File: src/core/icc_pkg.sv
/*
 * Shared constants and types for the input capture channel: register
 * offsets, field layouts, reset values, capture modes and bus carriers.
 * Assumes a 32-bit classic Wishbone register bus with byte addresses.
 */
package icc_pkg;

	// ****************************************
	// Register map (byte offsets)
	// ****************************************
	localparam int          ICC_ADR_W      = 5;
	localparam logic [4:0]  ICC_OFS_CTRL   = 5'h00;
	localparam logic [4:0]  ICC_OFS_STAT   = 5'h04;
	localparam logic [4:0]  ICC_OFS_MASK   = 5'h08;
	localparam logic [4:0]  ICC_OFS_DATA   = 5'h0c;
	localparam logic [4:0]  ICC_OFS_LEVEL  = 5'h10;

	// ****************************************
	// Field layout and reset values
	// ****************************************
	localparam int          ICC_CTRL_W     = 9;
	localparam logic [8:0]  ICC_CTRL_RST   = 9'h000;
	localparam int          ICC_STAT_W     = 3;
	localparam int          ICC_ST_THRESH  = 0;
	localparam int          ICC_ST_OVF     = 1;
	localparam int          ICC_ST_PIN     = 2;
	localparam logic [2:0]  ICC_STAT_RST   = 3'h0;
	localparam logic [2:0]  ICC_MASK_RST   = 3'h0;
	localparam int          ICC_FIFO_DEPTH = 4;
	localparam logic [1:0]  ICC_DIV4_LAST  = 2'h3;
	localparam logic [3:0]  ICC_DIV16_LAST = 4'hf;

	// ****************************************
	// Types
	// ****************************************
	typedef enum logic [2:0] {
		ICC_FALL,
		ICC_RISE,
		ICC_EDGE,
		ICC_EDGE_FIRST,
		ICC_DIV4,
		ICC_DIV16
	} icc_mode_e;

	// Bit 0 enable, 3:1 mode, 4 first edge rising, 5 32-bit, 6 second base, 8:7 level
	typedef struct packed {
		logic [1:0] level;
		logic       sel_second;
		logic       wide;
		logic       first_rise;
		icc_mode_e  mode;
		logic       enable;
	} icc_ctrl_s;

	typedef struct packed {
		logic                 cyc;
		logic                 stb;
		logic                 we;
		logic [ICC_ADR_W-1:0] adr;
		logic [3:0]           sel;
		logic [31:0]          dat;
	} icc_wb_req_s;

endpackage : icc_pkg

File: src/core/icc_channel.sv
/*
 * Input capture channel: edge detection on the capture pin, prescaler,
 * time base selection, four-entry capture FIFO, sticky status with mask,
 * level interrupt and wake-up request, all behind a Wishbone slave.
 * Assumes both time base counts are synchronous to clk_i (an externally
 * clocked timer resynchronises its own count) and low_power_i is on clk_i.
 */
// The address map and register access over Wishbone were chosen for this implementation.
module icc_channel
	import icc_pkg::*;
#(
	parameter int DEPTH = ICC_FIFO_DEPTH
) (
	input  wire logic         clk_i,
	input  wire logic         rst_i,
	input  wire icc_wb_req_s  wb_req_i,
	output logic [31:0]       wb_dat_o,
	output logic              wb_ack_o,
	input  wire logic         capture_input_pin_i,
	input  wire logic [15:0]  first_time_base_i,
	input  wire logic [15:0]  second_time_base_i,
	input  wire logic         low_power_i,
	output logic              irq_o,
	output logic              wake_o
);

	localparam int PW = $clog2(DEPTH);

	// ****************************************
	// Registers and state
	// ****************************************
	icc_ctrl_s          ctrl_reg;
	logic [2:0]         stat_reg;
	logic [2:0]         mask_reg;
	logic               pin_meta_reg;
	logic               pin_sync_reg;
	logic               pin_prev_reg;
	logic               armed_reg;
	logic [3:0]         pre_cnt_reg;
	logic [31:0]        fifo_reg [DEPTH];
	logic [PW-1:0]      wr_ptr_reg;
	logic [PW-1:0]      rd_ptr_reg;
	logic [PW:0]        count_reg;
	logic               ack_reg;
	logic [31:0]        rdata_reg;
	logic               irq_reg;
	logic               wake_reg;

	logic               rise;
	logic               fall;
	logic               cap_ev;
	logic               push;
	logic               pop;
	logic               full;
	logic [31:0]        snap;
	logic [31:0]        bmask;
	logic               bus_req;
	logic               wr_hit;
	logic [2:0]         stat_set;

	assign bus_req = wb_req_i.cyc && wb_req_i.stb && !ack_reg;
	assign wr_hit  = bus_req && wb_req_i.we;
	assign bmask   = {{8{wb_req_i.sel[3]}}, {8{wb_req_i.sel[2]}}, {8{wb_req_i.sel[1]}}, {8{wb_req_i.sel[0]}}};

	// ****************************************
	// Pin synchroniser and edge detection
	// ****************************************
	always_ff @(posedge clk_i) begin
		if (rst_i) begin
			pin_meta_reg <= 1'b0;
			pin_sync_reg <= 1'b0;
			pin_prev_reg <= 1'b0;
		end else begin
			pin_meta_reg <= capture_input_pin_i;
			pin_sync_reg <= pin_meta_reg;
			pin_prev_reg <= pin_sync_reg;
		end
	end

	assign rise = pin_sync_reg && !pin_prev_reg;
	assign fall = !pin_sync_reg && pin_prev_reg;

	// ****************************************
	// Capture event selection
	// ****************************************
	always_comb begin
		cap_ev = 1'b0;
		if (ctrl_reg.enable) begin
			unique case (ctrl_reg.mode)
				ICC_FALL:       cap_ev = fall;
				ICC_RISE:       cap_ev = rise;
				ICC_EDGE:       cap_ev = rise || fall;
				ICC_EDGE_FIRST: cap_ev = armed_reg ? (rise || fall)
				                         : (ctrl_reg.first_rise ? rise : fall);
				ICC_DIV4:       cap_ev = rise && (pre_cnt_reg[1:0] == ICC_DIV4_LAST);
				ICC_DIV16:      cap_ev = rise && (pre_cnt_reg == ICC_DIV16_LAST);
				default:        cap_ev = 1'b0;
			endcase
		end
	end

	// Arming and prescaler restart whenever the channel is disabled
	// The prescaler counts in every mode; disable before entering a divide mode
	always_ff @(posedge clk_i) begin
		if (rst_i || !ctrl_reg.enable) begin
			armed_reg   <= 1'b0;
			pre_cnt_reg <= 4'h0;
		end else begin
			if (cap_ev && ctrl_reg.mode == ICC_EDGE_FIRST)
				armed_reg <= 1'b1;
			if (rise)
				pre_cnt_reg <= pre_cnt_reg + 4'h1;
		end
	end

	// ****************************************
	// Time base snapshot and FIFO
	// ****************************************
	// Counts are sampled on clk_i whatever clocks the timers
	always_comb begin
		if (ctrl_reg.wide)
			snap = {second_time_base_i, first_time_base_i};
		else if (ctrl_reg.sel_second)
			snap = {16'h0000, second_time_base_i};
		else
			snap = {16'h0000, first_time_base_i};
	end

	// A capture into a full FIFO is dropped; the oldest entries are kept
	assign full = (count_reg == (PW+1)'(DEPTH));
	assign push = cap_ev && !full;
	assign pop  = bus_req && !wb_req_i.we && wb_req_i.adr == ICC_OFS_DATA && count_reg != '0;

	always_ff @(posedge clk_i) begin
		if (push)
			fifo_reg[wr_ptr_reg] <= snap;
	end

	always_ff @(posedge clk_i) begin
		if (rst_i) begin
			wr_ptr_reg <= '0;
			rd_ptr_reg <= '0;
			count_reg  <= '0;
		end else begin
			if (push)
				wr_ptr_reg <= wr_ptr_reg + PW'(1);
			if (pop)
				rd_ptr_reg <= rd_ptr_reg + PW'(1);
			if (push && !pop)
				count_reg <= count_reg + (PW+1)'(1);
			else if (pop && !push)
				count_reg <= count_reg - (PW+1)'(1);
		end
	end

	// ****************************************
	// Status, interrupt and wake-up
	// ****************************************
	always_comb begin
		stat_set = 3'h0;
		stat_set[ICC_ST_THRESH] = push && (count_reg == {1'b0, ctrl_reg.level});
		stat_set[ICC_ST_OVF]    = cap_ev && full;
		stat_set[ICC_ST_PIN]    = cap_ev;
	end

	// Hardware set wins over a same-cycle write-one-to-clear
	always_ff @(posedge clk_i) begin
		if (rst_i)
			stat_reg <= ICC_STAT_RST;
		else if (wr_hit && wb_req_i.adr == ICC_OFS_STAT)
			stat_reg <= (stat_reg & ~(wb_req_i.dat[2:0] & bmask[2:0])) | stat_set;
		else
			stat_reg <= stat_reg | stat_set;
	end

	always_ff @(posedge clk_i) begin
		if (rst_i) begin
			irq_reg  <= 1'b0;
			wake_reg <= 1'b0;
		end else begin
			irq_reg  <= |(stat_reg & mask_reg);
			wake_reg <= low_power_i && cap_ev;
		end
	end

	// ****************************************
	// Wishbone slave
	// ****************************************
	always_ff @(posedge clk_i) begin
		if (rst_i) begin
			ctrl_reg <= icc_ctrl_s'(ICC_CTRL_RST);
			mask_reg <= ICC_MASK_RST;
		end else if (wr_hit) begin
			if (wb_req_i.adr == ICC_OFS_CTRL)
				ctrl_reg <= icc_ctrl_s'((ctrl_reg & ~bmask[8:0]) | (wb_req_i.dat[8:0] & bmask[8:0]));
			if (wb_req_i.adr == ICC_OFS_MASK)
				mask_reg <= (mask_reg & ~bmask[2:0]) | (wb_req_i.dat[2:0] & bmask[2:0]);
		end
	end

	always_ff @(posedge clk_i) begin
		if (rst_i) begin
			ack_reg   <= 1'b0;
			rdata_reg <= 32'h0000_0000;
		end else begin
			ack_reg   <= bus_req;
			rdata_reg <= 32'h0000_0000;
			if (bus_req && !wb_req_i.we) begin
				unique case (wb_req_i.adr)
					ICC_OFS_CTRL:  rdata_reg <= {23'h000000, ctrl_reg};
					ICC_OFS_STAT:  rdata_reg <= {29'h00000000, stat_reg};
					ICC_OFS_MASK:  rdata_reg <= {29'h00000000, mask_reg};
					ICC_OFS_DATA:  rdata_reg <= (count_reg != '0) ? fifo_reg[rd_ptr_reg] : 32'h0000_0000;
					ICC_OFS_LEVEL: rdata_reg <= 32'(count_reg);
					default:       rdata_reg <= 32'h0000_0000;
				endcase
			end
		end
	end

	assign wb_ack_o = ack_reg;
	assign wb_dat_o = rdata_reg;
	assign irq_o    = irq_reg;
	assign wake_o   = wake_reg;
endmodule // icc_channel

File: config.mk
export PLATFORM = sky130hd
export DESIGN_NAME = icc_channel
export DESIGN_NICKNAME = d
export VERILOG_FILES = /design/src/core/icc_pkg.sv /design/src/core/icc_channel.sv
export SDC_FILE = /design/constraint.sdc
export NUM_CORES = 1
export LEC_CHECK = 0
export ABC_CLOCK_PERIOD_IN_PS = 2800
export BUFFER_PORTS_ARGS = -buffer_cell sky130_fd_sc_hd__buf_2
export CORE_UTILIZATION = 51
export DETAILED_ROUTE_END_ITERATION = 10
export PLACE_DENSITY = 0.86
export SETUP_SLACK_MARGIN = 0.3
export SYNTH_ARGS = -nofsm -noshare
export SYNTH_HDL_FRONTEND = slang
export SYNTH_SLANG_ARGS = --single-unit
File: constraint.sdc
create_clock -name clk_i -period 2.8 [get_ports clk_i]
set_clock_uncertainty 0.15 [all_clocks]
set_input_delay 0.56 -clock clk_i [delete_from_list [all_inputs] [get_ports clk_i]]
set_output_delay 0.56 -clock clk_i [all_outputs]
set_load 0.05 [all_outputs]
# [Word-level counts from Yosys, hierarchy flattened]
# Memories as Yosys holds them, arrays and structs flattened. A register that Yosys moved wholly into a read port is not among the register bits.
# Index checks and enable logic that the tools add are counted.
[totals] reg_bits=65 latchBits=0 mem_bits_rw=128 romBits=0 inputBits=80 out_inout_bits=35 word_cells=104 mem_count=1
[mem_list] name="fifo_reg" words=4 width=32 read_ports=1 rd_clocked_by_memory_dff=1 write_ports=1 line="icc_channel.sv:40" rtl="logic [31:0] fifo_reg [DEPTH];"
[classes] add_sub_neg=5 n_mul=0 n_div=0 magnitude_cmp=0 n_eq_ne=13 shift=0 n_mux=15 n_bitwise=14 n_reduce_logical=36
[op_table] op="$pmux 32 s5" count=1
[op_table] op="$mux 32" count=2
[op_table] op="$and 9x9->9" count=2
[op_table] op="$logic_and 1x1->1" count=18
[op_table] op="$mux 16" count=1
[op_table] op="$and 3x3->3" count=4
[op_table] op="$eq 5x4->1 const B" count=2
[op_table] op="$eq 3x3->1 const B" count=3
[op_table] op="$mux 3" count=3
[op_table] op="$not 9->9" count=1
[op_table] op="$or 3x3->3" count=3
[op_table] op="$or 9x9->9" count=1
[op_table] op="$logic_not 1->1" count=8
[op_table] op="$eq 3x2->1 const B" count=2
[op_table] op="$not 3->3" count=2
[op_table] op="$pmux 1 s6" count=1
[op_table] op="$eq 5x3->1 const B" count=1
[op_table] op="$eq 5x5->1 const B" count=1
[op_table] op="$logic_not 5->1" count=1
[op_table] op="$mux 1" count=5
[op_table] op="$add 2x1->2 const B" count=2
[op_table] op="$add 4x1->4 const B" count=1
[op_table] op="$eq 4x4->1 const B" count=1
[op_table] op="$mux 2" count=2
[op_table] op="other kinds (13)" count=15

# [Depth between registers and ports, before layout]
# Gate-level depths: netlist of run 1.
[logic_depth] word_depth=11 mapped_depth=12 mapped_depth_nobuf=12

# [Worst setup path before layout of run 1]
# No wires, ideal clock.
[synth_timing] path_kind="input to register" startpoint="in wb_req_i[40] in the netlist's numbering" endpoint="reg count_reg[2]" setup_time_ns=0.070 arrival_ns=2.731 t_required_ns=2.580 slack_ns=-0.151 cell_stages=11 n_path_buf=2 cell_sequence="buf_2 or4b_4 nor4_4 clkbuf_2 inv_1 ha_1 inv_1 fa_1 xor2_1 or3_1 a21oi_1"
[synth_via] elab_chain_len=6 word_cells_on_any_way=8 classes_between="eq/ne (1); mux (1); reduce/logical (6)"
[synth_rtl] item="from (decl)" line="icc_channel.sv:16" rtl="input wire icc_wb_req_s wb_req_i,"
[synth_rtl] item="$eq 5x4->1 *" line="icc_channel.sv:132" rtl="assign pop = bus_req && !wb_req_i.we && wb_req_i.adr == ICC_OFS_DATA && count_reg != '0;"
[synth_rtl] item="$logic_and 1x1->1 * (2 in series)" line="icc_channel.sv:132"
[synth_rtl] item="$logic_not 1->1" line="icc_channel.sv:149" rtl="if (push && !pop)"
[synth_rtl] item="$logic_and 1x1->1" line="icc_channel.sv:149"
[synth_rtl] item="$mux 3 / $reduce_bool 2->1 (equally long branches)"
[synth_rtl] item="to (signal assigned)" line="icc_channel.sv:150" rtl="count_reg <= count_reg + (PW+1)'(1);"
[synth_rtl] item="to (signal assigned)" line="icc_channel.sv:152" rtl="count_reg <= count_reg - (PW+1)'(1);"
[synth_rtl] item="to (decl)" line="icc_channel.sv:43" rtl="logic [PW:0] count_reg;"
# Mark *: on every way between the ends. The rest lies on a longest branch, timed or not.
# A chain may end at the register's enable or synchronous reset.

# [Final worst setup path of run 1]
[layout_timing] startpoint="reg pin_sync_reg" endpoint="reg count_reg[2]"
[layout_via] elab_chain_len=10 word_cells_on_any_way=16 classes_between="mux (5); reduce/logical (11)"
[layout_rtl] item="from (decl)" line="icc_channel.sv:36" rtl="logic pin_sync_reg;"
[layout_rtl] item="from (signal assigned)" line="icc_channel.sv:75" rtl="pin_sync_reg <= pin_meta_reg;"
[layout_rtl] item="$logic_not 1->1" line="icc_channel.sv:81" rtl="assign fall = !pin_sync_reg && pin_prev_reg;"
[layout_rtl] item="$logic_and 1x1->1" line="icc_channel.sv:81"
[layout_rtl] item="$mux 1 / $logic_or 1x1->1 (equally long branches)" line="icc_channel.sv:94, icc_channel.sv:92, icc_channel.sv:93"
[layout_rtl] item="$mux 1" line="icc_channel.sv:93" rtl="ICC_EDGE_FIRST: cap_ev = armed_reg ? (rise || fall)"
[layout_rtl] item="$pmux 1 s6 *" line="icc_channel.sv:89" rtl="unique case (ctrl_reg.mode)"
[layout_rtl] item="$mux 1 *" line="icc_channel.sv:88" rtl="if (ctrl_reg.enable) begin"
[layout_rtl] item="$logic_and 1x1->1 *" line="icc_channel.sv:131" rtl="assign push = cap_ev && !full;"
[layout_rtl] item="named net push" line="icc_channel.sv:52" rtl="logic push;"
[layout_rtl] item="$logic_not 1->1" line="icc_channel.sv:151" rtl="else if (pop && !push)"
[layout_rtl] item="$logic_and 1x1->1" line="icc_channel.sv:151"
[layout_rtl] item="$reduce_bool 2->1 (no source line)"
# Mark *: on every way through the listed nets, which the timed path passes. The rest lies on a longest branch.

==> results_dict.tcl, run 1 <==
set metrics [dict create \
    status "complete, no violations" \
    critPathKind "flop to flop" \
    core_sq_mm 0.0141 \
    nNetsFinal 664 \
    drc 0 \
    synth.area.top_cells "edfxtp_1 51%, dfxtp_1 18%, mux4_2 9.6%" \
    cts_buffers 17 \
    avgSynthCellArea_sq_um 16.2 \
    crit_family "simple AND/OR/NAND/NOR gates" \
    clock_path_buffers 2 \
    ant_nets 0 \
    synthDistinctLibCells 46 \
    synthArstFlopShare_pct 0 \
    worstPathCellList "inv_2 > ha_4 > nor3_2 > nor3_2 > o221ai_2 > nor3b_2 > ha_4 > inv_2 > fa_2 > xor2_2 > or3_4 > a21oi_2" \
    setup_tns_ns 0 \
    cts_sinks 195 \
    p_per_area_mw_per_mm2 615 \
    root_buffer "clkbuf_16" \
    vias 4465 \
    path_buf_inv 2 \
    worstPathRequired_ns 3.02 \
    insertion_delay_ns 0.44 \
    rsz0062_at_grt "true" \
    tritoncts "done" \
    max_stage_delay_ns 0.38 \
    setup-violations-final 0 \
    vias_per_cell 5.81 \
    syn-cell-area_sq_mm 0.00749 \
    hp-class "input pin to flop" \
    whs_ns 0.192 \
    critPathMaxFanout 2 \
    synth_top_area_share_pct 51.3 \
    drive_above_1_share_pct 38.8 \
    fmax_mhz 369 \
    ys_ff_latch 195 \
    io_buffers 89 \
    period_share_pct 96.7 \
    grt_pass1_wl_microns 23900 \
    yosys.area.top_type "edfxtp_1" \
    timing.final.crit_period_ns 2.71 \
    worstMarginPinSlew_ns 0.504 \
    antenna_found_initial 0 \
    synthCells 462 \
    end_kind "flop" \
    synth_common_cells "128 x edfxtp_1, 67 x dfxtp_1, 33 x nor2_1" \
    grt_max_degree 32 \
    ys.flop_type "edfxtp_1" \
    arrival_ns 2.93 \
    cp-start-kind "flop" \
    dpl.hpwl_microns 9970 \
    cts_hold_buf 0 \
    clk_pin_slew_ns 0.07 \
    drt_iter0_drc 437 \
    slowest_stage "or3_4" \
    nFillCells 968 \
    io_pins 115 \
    track_usage_pct 22.1 \
    area_growth_pct 21.0 \
    largest_reg_flops 128 \
    maxSlewHeadroom_pct 66.1 \
    drt_pass1_iterations 5 \
    synth_fp_nets 551 \
    maxSlewViolCount 0 \
    power_leakage_nw 3.48 \
    drv_cap 0 \
    ys_seq_area_share_pct 69.2 \
    grt-ovfl-total 0 \
    start_util_pct 53.2 \
    hold_viol 0 \
    num_antenna_cells 0 \
    die_area_sq_mm 0.0152 \
    routabilityCongestion 0.871 \
    yosys.cell_count.top_type "edfxtp_1" \
    fp.dieW_microns 123 \
    wl_per_cell_microns 20.5 \
    row_count 43 \
    setup_ws_ns 0.0928 \
    place_ws_ns -0.0342 \
    postRouteWirelength_microns 15700 \
    cts_htree_levels 4 \
    fp.dieH_microns 123 \
    synth_edf_count 128 \
    yosysWarnings 0 \
    ir_drop_v 0.000870 \
    grt_pass1_vias 4570 \
]
-- logic make-up after synthesis --
kind of cell | share of synthesized area, %
flip-flops | 69.2
AND/OR/NAND/NOR | 9.45
multiplexers | 14.4
buffers and inverters | 1.72
AO/OA/AOI/OAI | 2.55
XOR/XNOR | 1.05
adder cells (fa/ha/maj) | 1.60
-- cells in the final DEF, fill, tap and decap left out, types with 5 or more instances in the layout --
master | Yosys | layout
a21oi_1 | 7 | 5
a32o_1 | 7 | 7
and2_1 | 21 | 17
and3_1 | 24 | 24
buf_12 | 0 | 7
buf_2 | 5 | 89
buf_4 | 1 | 20
clkbuf_16 | 0 | 17
dfxtp_1 | 67 | 63
edfxtp_1 | 128 | 128
ha_1 | 8 | 5
inv_8 | 0 | 6
mux2_2 | 17 | 17
mux2i_1 | 17 | 17
mux4_2 | 32 | 32
nand2_1 | 16 | 16
nand3_1 | 8 | 8
nor2_1 | 33 | 33
xor2_1 | 7 | 6
-- path summary, 6_finish.rpt --
kind                            cells after the start            to                 from  slack, ns
worst min-delay path                                2  pin_meta_reg  capture_input_pin_i       0.19
worst max-delay path                               12  count_reg[2]         pin_sync_reg       0.09
worst min register to register                      1  pin_sync_reg         pin_meta_reg       0.32
worst max register to register                     12  count_reg[2]         pin_sync_reg       0.09
-- power by group --
part	internal (mW)	switching [mW]
combinational	0.0522	0.0658
clock	1.22	1.20
sequential	3.04	0.00200
total	4.31	1.27
-- through the flow --
| step | cells | total power [mW] | cell area (sq um) | utilization (%) |
|---|---|---|---|---|
| 5_1_grt | 768 | 5.74 | 9070 | 64.4 |
| 6_report | 768 | 5.58 | 9070 | 64.4 |
| 3_5_place_dp | 727 | 3.22 | 8320 | 59.1 |
| 3_3_place_gp | 727 | 3.21 | 8320 | 59.1 |
| 2_1_floorplan | 462 | 3.16 | 7520 | - |
| 4_1_cts | 764 | 5.61 | 9020 | 64.0 |
-- timing repair --
item	CTS	global route
gates resized for setup	14	5
pin swaps	11	5
setup buffers	5	4
endpoints found under the setup margin	95	94
-- per-layer routing --
layer  track usage, %  up-vias  wire length (microns)
met5                0        -                      0
met4             8.51        0                    299
met3             6.37       33                   1170
met2             36.6      225                   7860
met1             27.5     2222                   6400
li1                 -     1985                      -
-- area by class of cell --
class | instances | area (sq um) | area share (%)
Clock buffer | 17 | 425 | 4.69
Clock inverter | 15 | 181 | 2.00
Inverter | 8 | 30.0 | 0.331
Multi-Input combinational cell | 236 | 2270 | 25.0
Sequential cell | 195 | 5190 | 57.2
Tap cell | 180 | 225 | 2.48
Timing Repair Buffer | 117 | 747 | 8.23
No activity file was read; power rests on OpenSTA's default activity.
==> run 2, diff against run 1 <==
Settings changed: CTS_BUF_LIST set to sky130_fd_sc_hd__clkbuf_16, GPL_ROUTABILITY_DRIVEN set to 0.
==> run 2 against run 1 <==
Net effect: sequential power hardly changed; clock power grew 3%; critical path depth stayed put; non-clock buffer count shrank 4; worst hold slack gained 0.026 ns; count of clock-buffer cells in the layout increased by 1; global-route usage grew 0.43 points; via count stayed put; highest routed layer unchanged.
==> results_dict.tcl, run 2 (synthesis results as in run 1) <==
set metrics [dict create \
    tritoncts "done" \
    row_count 43 \
    worstPathRequired_ns 3.00 \
    area_growth_pct 19.8 \
    dr_wl_met3_microns 1370 \
    final_cell_mix "128 x edfxtp_1, 89 x buf_2, 63 x dfxtp_1" \
    drc 0 \
    slowest_stage "dfxtp_2" \
    cts_hold_buf 0 \
    wl_met1_microns 6280 \
    core_sq_mm 0.0141 \
    met2_length_microns 7920 \
    utilization_pct 63.7 \
    dpl.hpwl_microns 9750 \
    grt-ovfl-total 0 \
    worstPathCellList "inv_2 > ha_4 > a21oi_2 > o221ai_2 > nor3b_2 > buf_4 > ha_4 > inv_2 > fa_2 > xor2_1 > or3_1 > a21oi_1" \
    cp-start-kind "flop" \
    ant_nets 0 \
    cts_htree_levels 4 \
    critPathKind "flop to flop" \
    period_share_pct 92.4 \
    worstMarginPinSlew_ns 0.585 \
    rsz0062_at_grt "true" \
    hold_viol 0 \
    setup_tns_ns 0 \
    largest_reg_flops 128 \
    nNetsFinal 660 \
    io_pins 115 \
    status "complete, no violations" \
    maxSlewHeadroom_pct 60.7 \
    setup-violations-final 0 \
    fp.dieW_microns 123 \
    power_leakage_nw 3.46 \
    cts_sinks 195 \
    clk_pin_slew_ns 0.07 \
    num_antenna_cells 0 \
    drv_cap 0 \
    drt_iter0_drc 442 \
    critPathMaxFanout 2 \
    postRouteWirelength_microns 15800 \
    die_area_sq_mm 0.0152 \
    insertion_delay_ns 0.43 \
    root_buffer "clkbuf_16" \
    maxSlewViolCount 0 \
    end_kind "flop" \
    fmax_mhz 387 \
    track_usage_pct 22.5 \
    cts_buffers 17 \
    drt_pass1_iterations 5 \
    path_buf_inv 3 \
    wl_per_cell_microns 20.7 \
    p_per_area_mw_per_mm2 629 \
    placed_area_sq_mm 0.00829 \
    design_area_sq_mm 0.00898 \
    grt_pass1_vias 4445 \
    drive_above_1_share_pct 37.3 \
    io_buffers 89 \
    highest_layer "met4" \
    mostFrequentLayoutCell "edfxtp_1" \
    grt_max_degree 32 \
    fp.dieH_microns 123 \
    clock_path_buffers 2 \
    max_stage_delay_ns 0.37 \
    timing.final.crit_period_ns 2.59 \
    grt_pass1_wl_microns 24000 \
    antenna_found_initial 0 \
    vias_per_cell 5.84 \
    vias 4465 \
    hp-class "input pin to flop" \
    start_util_pct 53.2 \
    crit_family "adder cells" \
    arrival_ns 2.79 \
    ir_drop_v 0.000494 \
]
[run 2: changes by cell type in the layout (fill, tap and decap cells not counted), sizes merged]
cell / previous run / this run
clkbuf: 17 / 18
clkinvlp: 2 / 1
buf: 117 / 113
clkinv: 6 / 4
bufinv: 0 / 2
[run 2: stage by stage]
| stage | worst slack, ns | power, mW | instances | hold slack [ns] |
|---|---|---|---|---|
| after floorplan | -0.0825 | 3.16 | 462 | 0.264 |
| after global placement | 0.0456 | 3.21 | 727 | 0.303 |
| after detailed placement | -0.0384 | 3.22 | 727 | 0.292 |
| after CTS | 0.270 | 5.68 | 764 | 0.199 |
| after global routing | 0.0911 | 5.79 | 764 | 0.207 |
| final | 0.214 | 5.65 | 764 | 0.218 |
[run 2: cell type report]
class | instances | area (sq um)
Fill cell | 969 | 5120
Multi-Input combinational cell | 236 | 2250
Clock buffer | 18 | 450
Sequential cell | 195 | 5190
Clock inverter | 14 | 160
Tap cell | 180 | 225
Timing Repair Buffer | 113 | 676
Inverter | 8 | 30.0
[run 2: path summary, 6_finish.rpt]
check          startpoint            to  slack (ns)  cells after the start
max          pin_sync_reg  count_reg[2]        0.21                     12
min           wb_req_i[3]          flop        0.22                      3
max reg2reg  pin_sync_reg  count_reg[2]        0.21                     12
min reg2reg  pin_meta_reg  pin_sync_reg        0.31                      1
[run 2: power by group]
part	leakage, nW	total [mW]	switching (mW)	internal, mW
logic	1.37	0.117	0.0649	0.0518
registers	1.78	3.05	0.00191	3.04
clock network	0.299	2.49	1.09	1.40
total	3.46	5.65	1.16	4.49
[run 2: worst register-to-register path: stages (launching register included)]
cell and delay [ns]:
dfxtp_2 0.37, inv_2 0.06, ha_4 0.23, a21oi_2 0.16
o221ai_2 0.13, nor3b_2 0.17, buf_4 0.15, ha_4 0.13
inv_2 0.03, fa_2 0.32, xor2_1 0.15, or3_1 0.31
a21oi_1 0.15
[run 2: layer usage]
layer,up-vias,track usage [%]
li1,1976,-
met1,2212,28.2
met2,255,37.4
met3,22,6.87
met4,0,7.45
met5,-,0
[run 2: repair_timing]
action	in CTS	in global routing
endpoints found under the setup margin	109	1
buffers inserted	5	0
gates resized for setup	11	1
pin swaps	9	0
==> run 3, diff against run 2 <==
--- a/config.mk
+++ b/config.mk
@@ -7,5 +7,5 @@
 export LEC_CHECK = 0
-export ABC_CLOCK_PERIOD_IN_PS = 2800
+export ABC_CLOCK_PERIOD_IN_PS = 2600
 export BUFFER_PORTS_ARGS = -buffer_cell sky130_fd_sc_hd__buf_2
-export CORE_UTILIZATION = 51
+export CORE_UTILIZATION = 56
 export CTS_BUF_LIST = sky130_fd_sc_hd__clkbuf_16
@@ -13,3 +13,3 @@
 export GPL_ROUTABILITY_DRIVEN = 0
-export PLACE_DENSITY = 0.86
+export PLACE_DENSITY = 0.89
 export SETUP_SLACK_MARGIN = 0.3
==> constraint.sdc (replaced) <==
create_clock -name clk_i -period 2.6 [get_ports clk_i]
set_clock_uncertainty 0.15 [all_clocks]
set_input_delay 0.65 -clock clk_i [delete_from_list [all_inputs] [get_ports clk_i]]
set_output_delay 0.65 -clock clk_i [all_outputs]
set_load 0.05 [all_outputs]
==> run 3 against run 2 <==
Net effect: the run now ends with negative setup slack left; utilization is 9.9 points higher; clock power grew 4%; non-clock buffer count rose by 25; worst hold slack better by 0.069 ns; cell area is 5.2% higher; maximum frequency down 4.1%; first-iteration DRC count grew 36%; critical endpoint unchanged; largest cell class unchanged; highest routed layer unchanged.
==> results_dict.tcl, run 3 (synthesis results as in run 1) <==
set metrics [dict create \
    rsz0062_at_grt "true" \
    drt_pass1_iterations 7 \
    whs_ns 0.286 \
    violations "negative setup slack" \
    postRouteWirelength_microns 20800 \
    setup-violations-final 1 \
    ant_nets 0 \
    antenna_found_initial 0 \
    ir_drop_v 0.000497 \
    largest_reg_flops 128 \
    fp.dieH_microns 118 \
    maxSlewHeadroom_pct 59.5 \
    grt-ovfl-total 0 \
    clk_pin_slew_ns 0.07 \
    status "finished, violations left" \
    io_pins 115 \
    root_buffer "clkbuf_16" \
    drv_cap 0 \
    start_util_pct 58.4 \
    nNetsFinal 685 \
    p_per_area_mw_per_mm2 636 \
    timing.final.crit_period_ns 2.70 \
    wl_per_cell_microns 26.6 \
    fmax_mhz 371 \
    cts_sinks 195 \
    cts_buffers 17 \
    setup_ws_ns -0.0967 \
    core_sq_mm 0.0128 \
    grt_pass1_wl_microns 27600 \
    io_buffers 89 \
    maxSlewViolCount 0 \
    insertion_delay_ns 0.45 \
    power.total_mw 6.01 \
    grt_max_degree 32 \
    dpl.hpwl_microns 10000 \
    dp.cells 729 \
    critPathKind "flop to flop" \
    area_growth_pct 26.0 \
    tritoncts "done" \
    track_usage_pct 27.3 \
    clock_path_buffers 2 \
    nFillCells 732 \
    design_area_sq_mm 0.00944 \
    mostFrequentLayoutCell "edfxtp_1" \
    drc 0 \
    vias_per_cell 6.32 \
    period_share_pct 104 \
    end_kind "flop" \
    grt_pass1_vias 4908 \
    drt_iter0_drc 602 \
    final_cell_mix "128 x edfxtp_1, 88 x buf_2, 61 x dfxtp_1" \
    vias 4934 \
    row_count 41 \
    cp-start-kind "flop" \
    arrival_ns 2.92 \
    cts_htree_levels 4 \
    fp.dieW_microns 118 \
    die_area_sq_mm 0.0138 \
    drive_above_1_share_pct 41.5 \
    post_layout_nonfiller_instances 781 \
    power_leakage_nw 3.65 \
    placed_area_sq_mm 0.00838 \
    worstMarginPinSlew_ns 0.607 \
    hold_viol 0 \
    critPathMaxFanout 2 \
    cts_hold_buf 0 \
    hp-class "input pin to flop" \
    worstPathRequired_ns 2.82 \
    num_antenna_cells 0 \
]
## run 3: layout make-up
cell class	instances	area, sq um	area share (%)
Clock buffer	17	425	4.50
Clock inverter	15	143	1.51
Inverter	8	32.5	0.344
Multi-Input combinational cell	236	2310	24.5
Sequential cell	195	5190	55.0
Tap cell	172	215	2.28
Timing Repair Buffer	138	1120	11.9
## run 3: path summary, 6_finish.rpt
| kind | start | to | slack, ns | depth (start not counted) |
|---|---|---|---|---|
| worst max-delay path | pin_prev_reg | count_reg[2] | -0.1 | 13 |
| worst min-delay path | rst_i | flop | 0.29 | 2 |
| worst max register to register | pin_prev_reg | count_reg[2] | -0.1 | 13 |
| worst min register to register | pin_meta_reg | pin_sync_reg | 0.32 | 1 |
## run 3: worst max-delay path, cell delays in order (launching register included)
cell	delay, ns
dfxtp_2	0.35
inv_2	0.06
ha_4	0.15
nor2b_4	0.05
nor3_4	0.22
o221ai_4	0.14
nor3b_2	0.18
buf_4	0.16
ha_4	0.13
inv_2	0.04
fa_2	0.34
xor2_1	0.16
or3_1	0.32
a21oi_1	0.16
## run 3: timing repair
item	in CTS	in global routing
gates resized for setup	22	15
pin swaps	11	5
setup buffers	3	5
gates cloned	4	8
endpoints found under the setup margin	132	130
## run 3: report_power, final
group / switching [mW] / internal (mW)
clock: 1.24 / 1.35
sequential: 0.00281 / 3.28
combinational: 0.0798 / 0.0654
## run 3: per-layer routing
metal	GRT usage (%)	vias up	wire (microns)
met5	0	-	0
met4	15.9	0	1030
met3	5.57	78	1790
met2	45.4	363	10300
met1	33.2	2466	7680
li1	-	2027	-
## run 3: metrics by stage
step | utilization [%] | TNS, ns | worst slack [ns]
floorplan | - | -0.757 | -0.373
global placement | 65.3 | -0.379 | -0.190
detailed placement | 65.3 | -0.709 | -0.299
CTS | 71.3 | -0.00740 | -0.00740
global route | 73.6 | -0.156 | -0.156
finish | 73.6 | -0.0967 | -0.0967
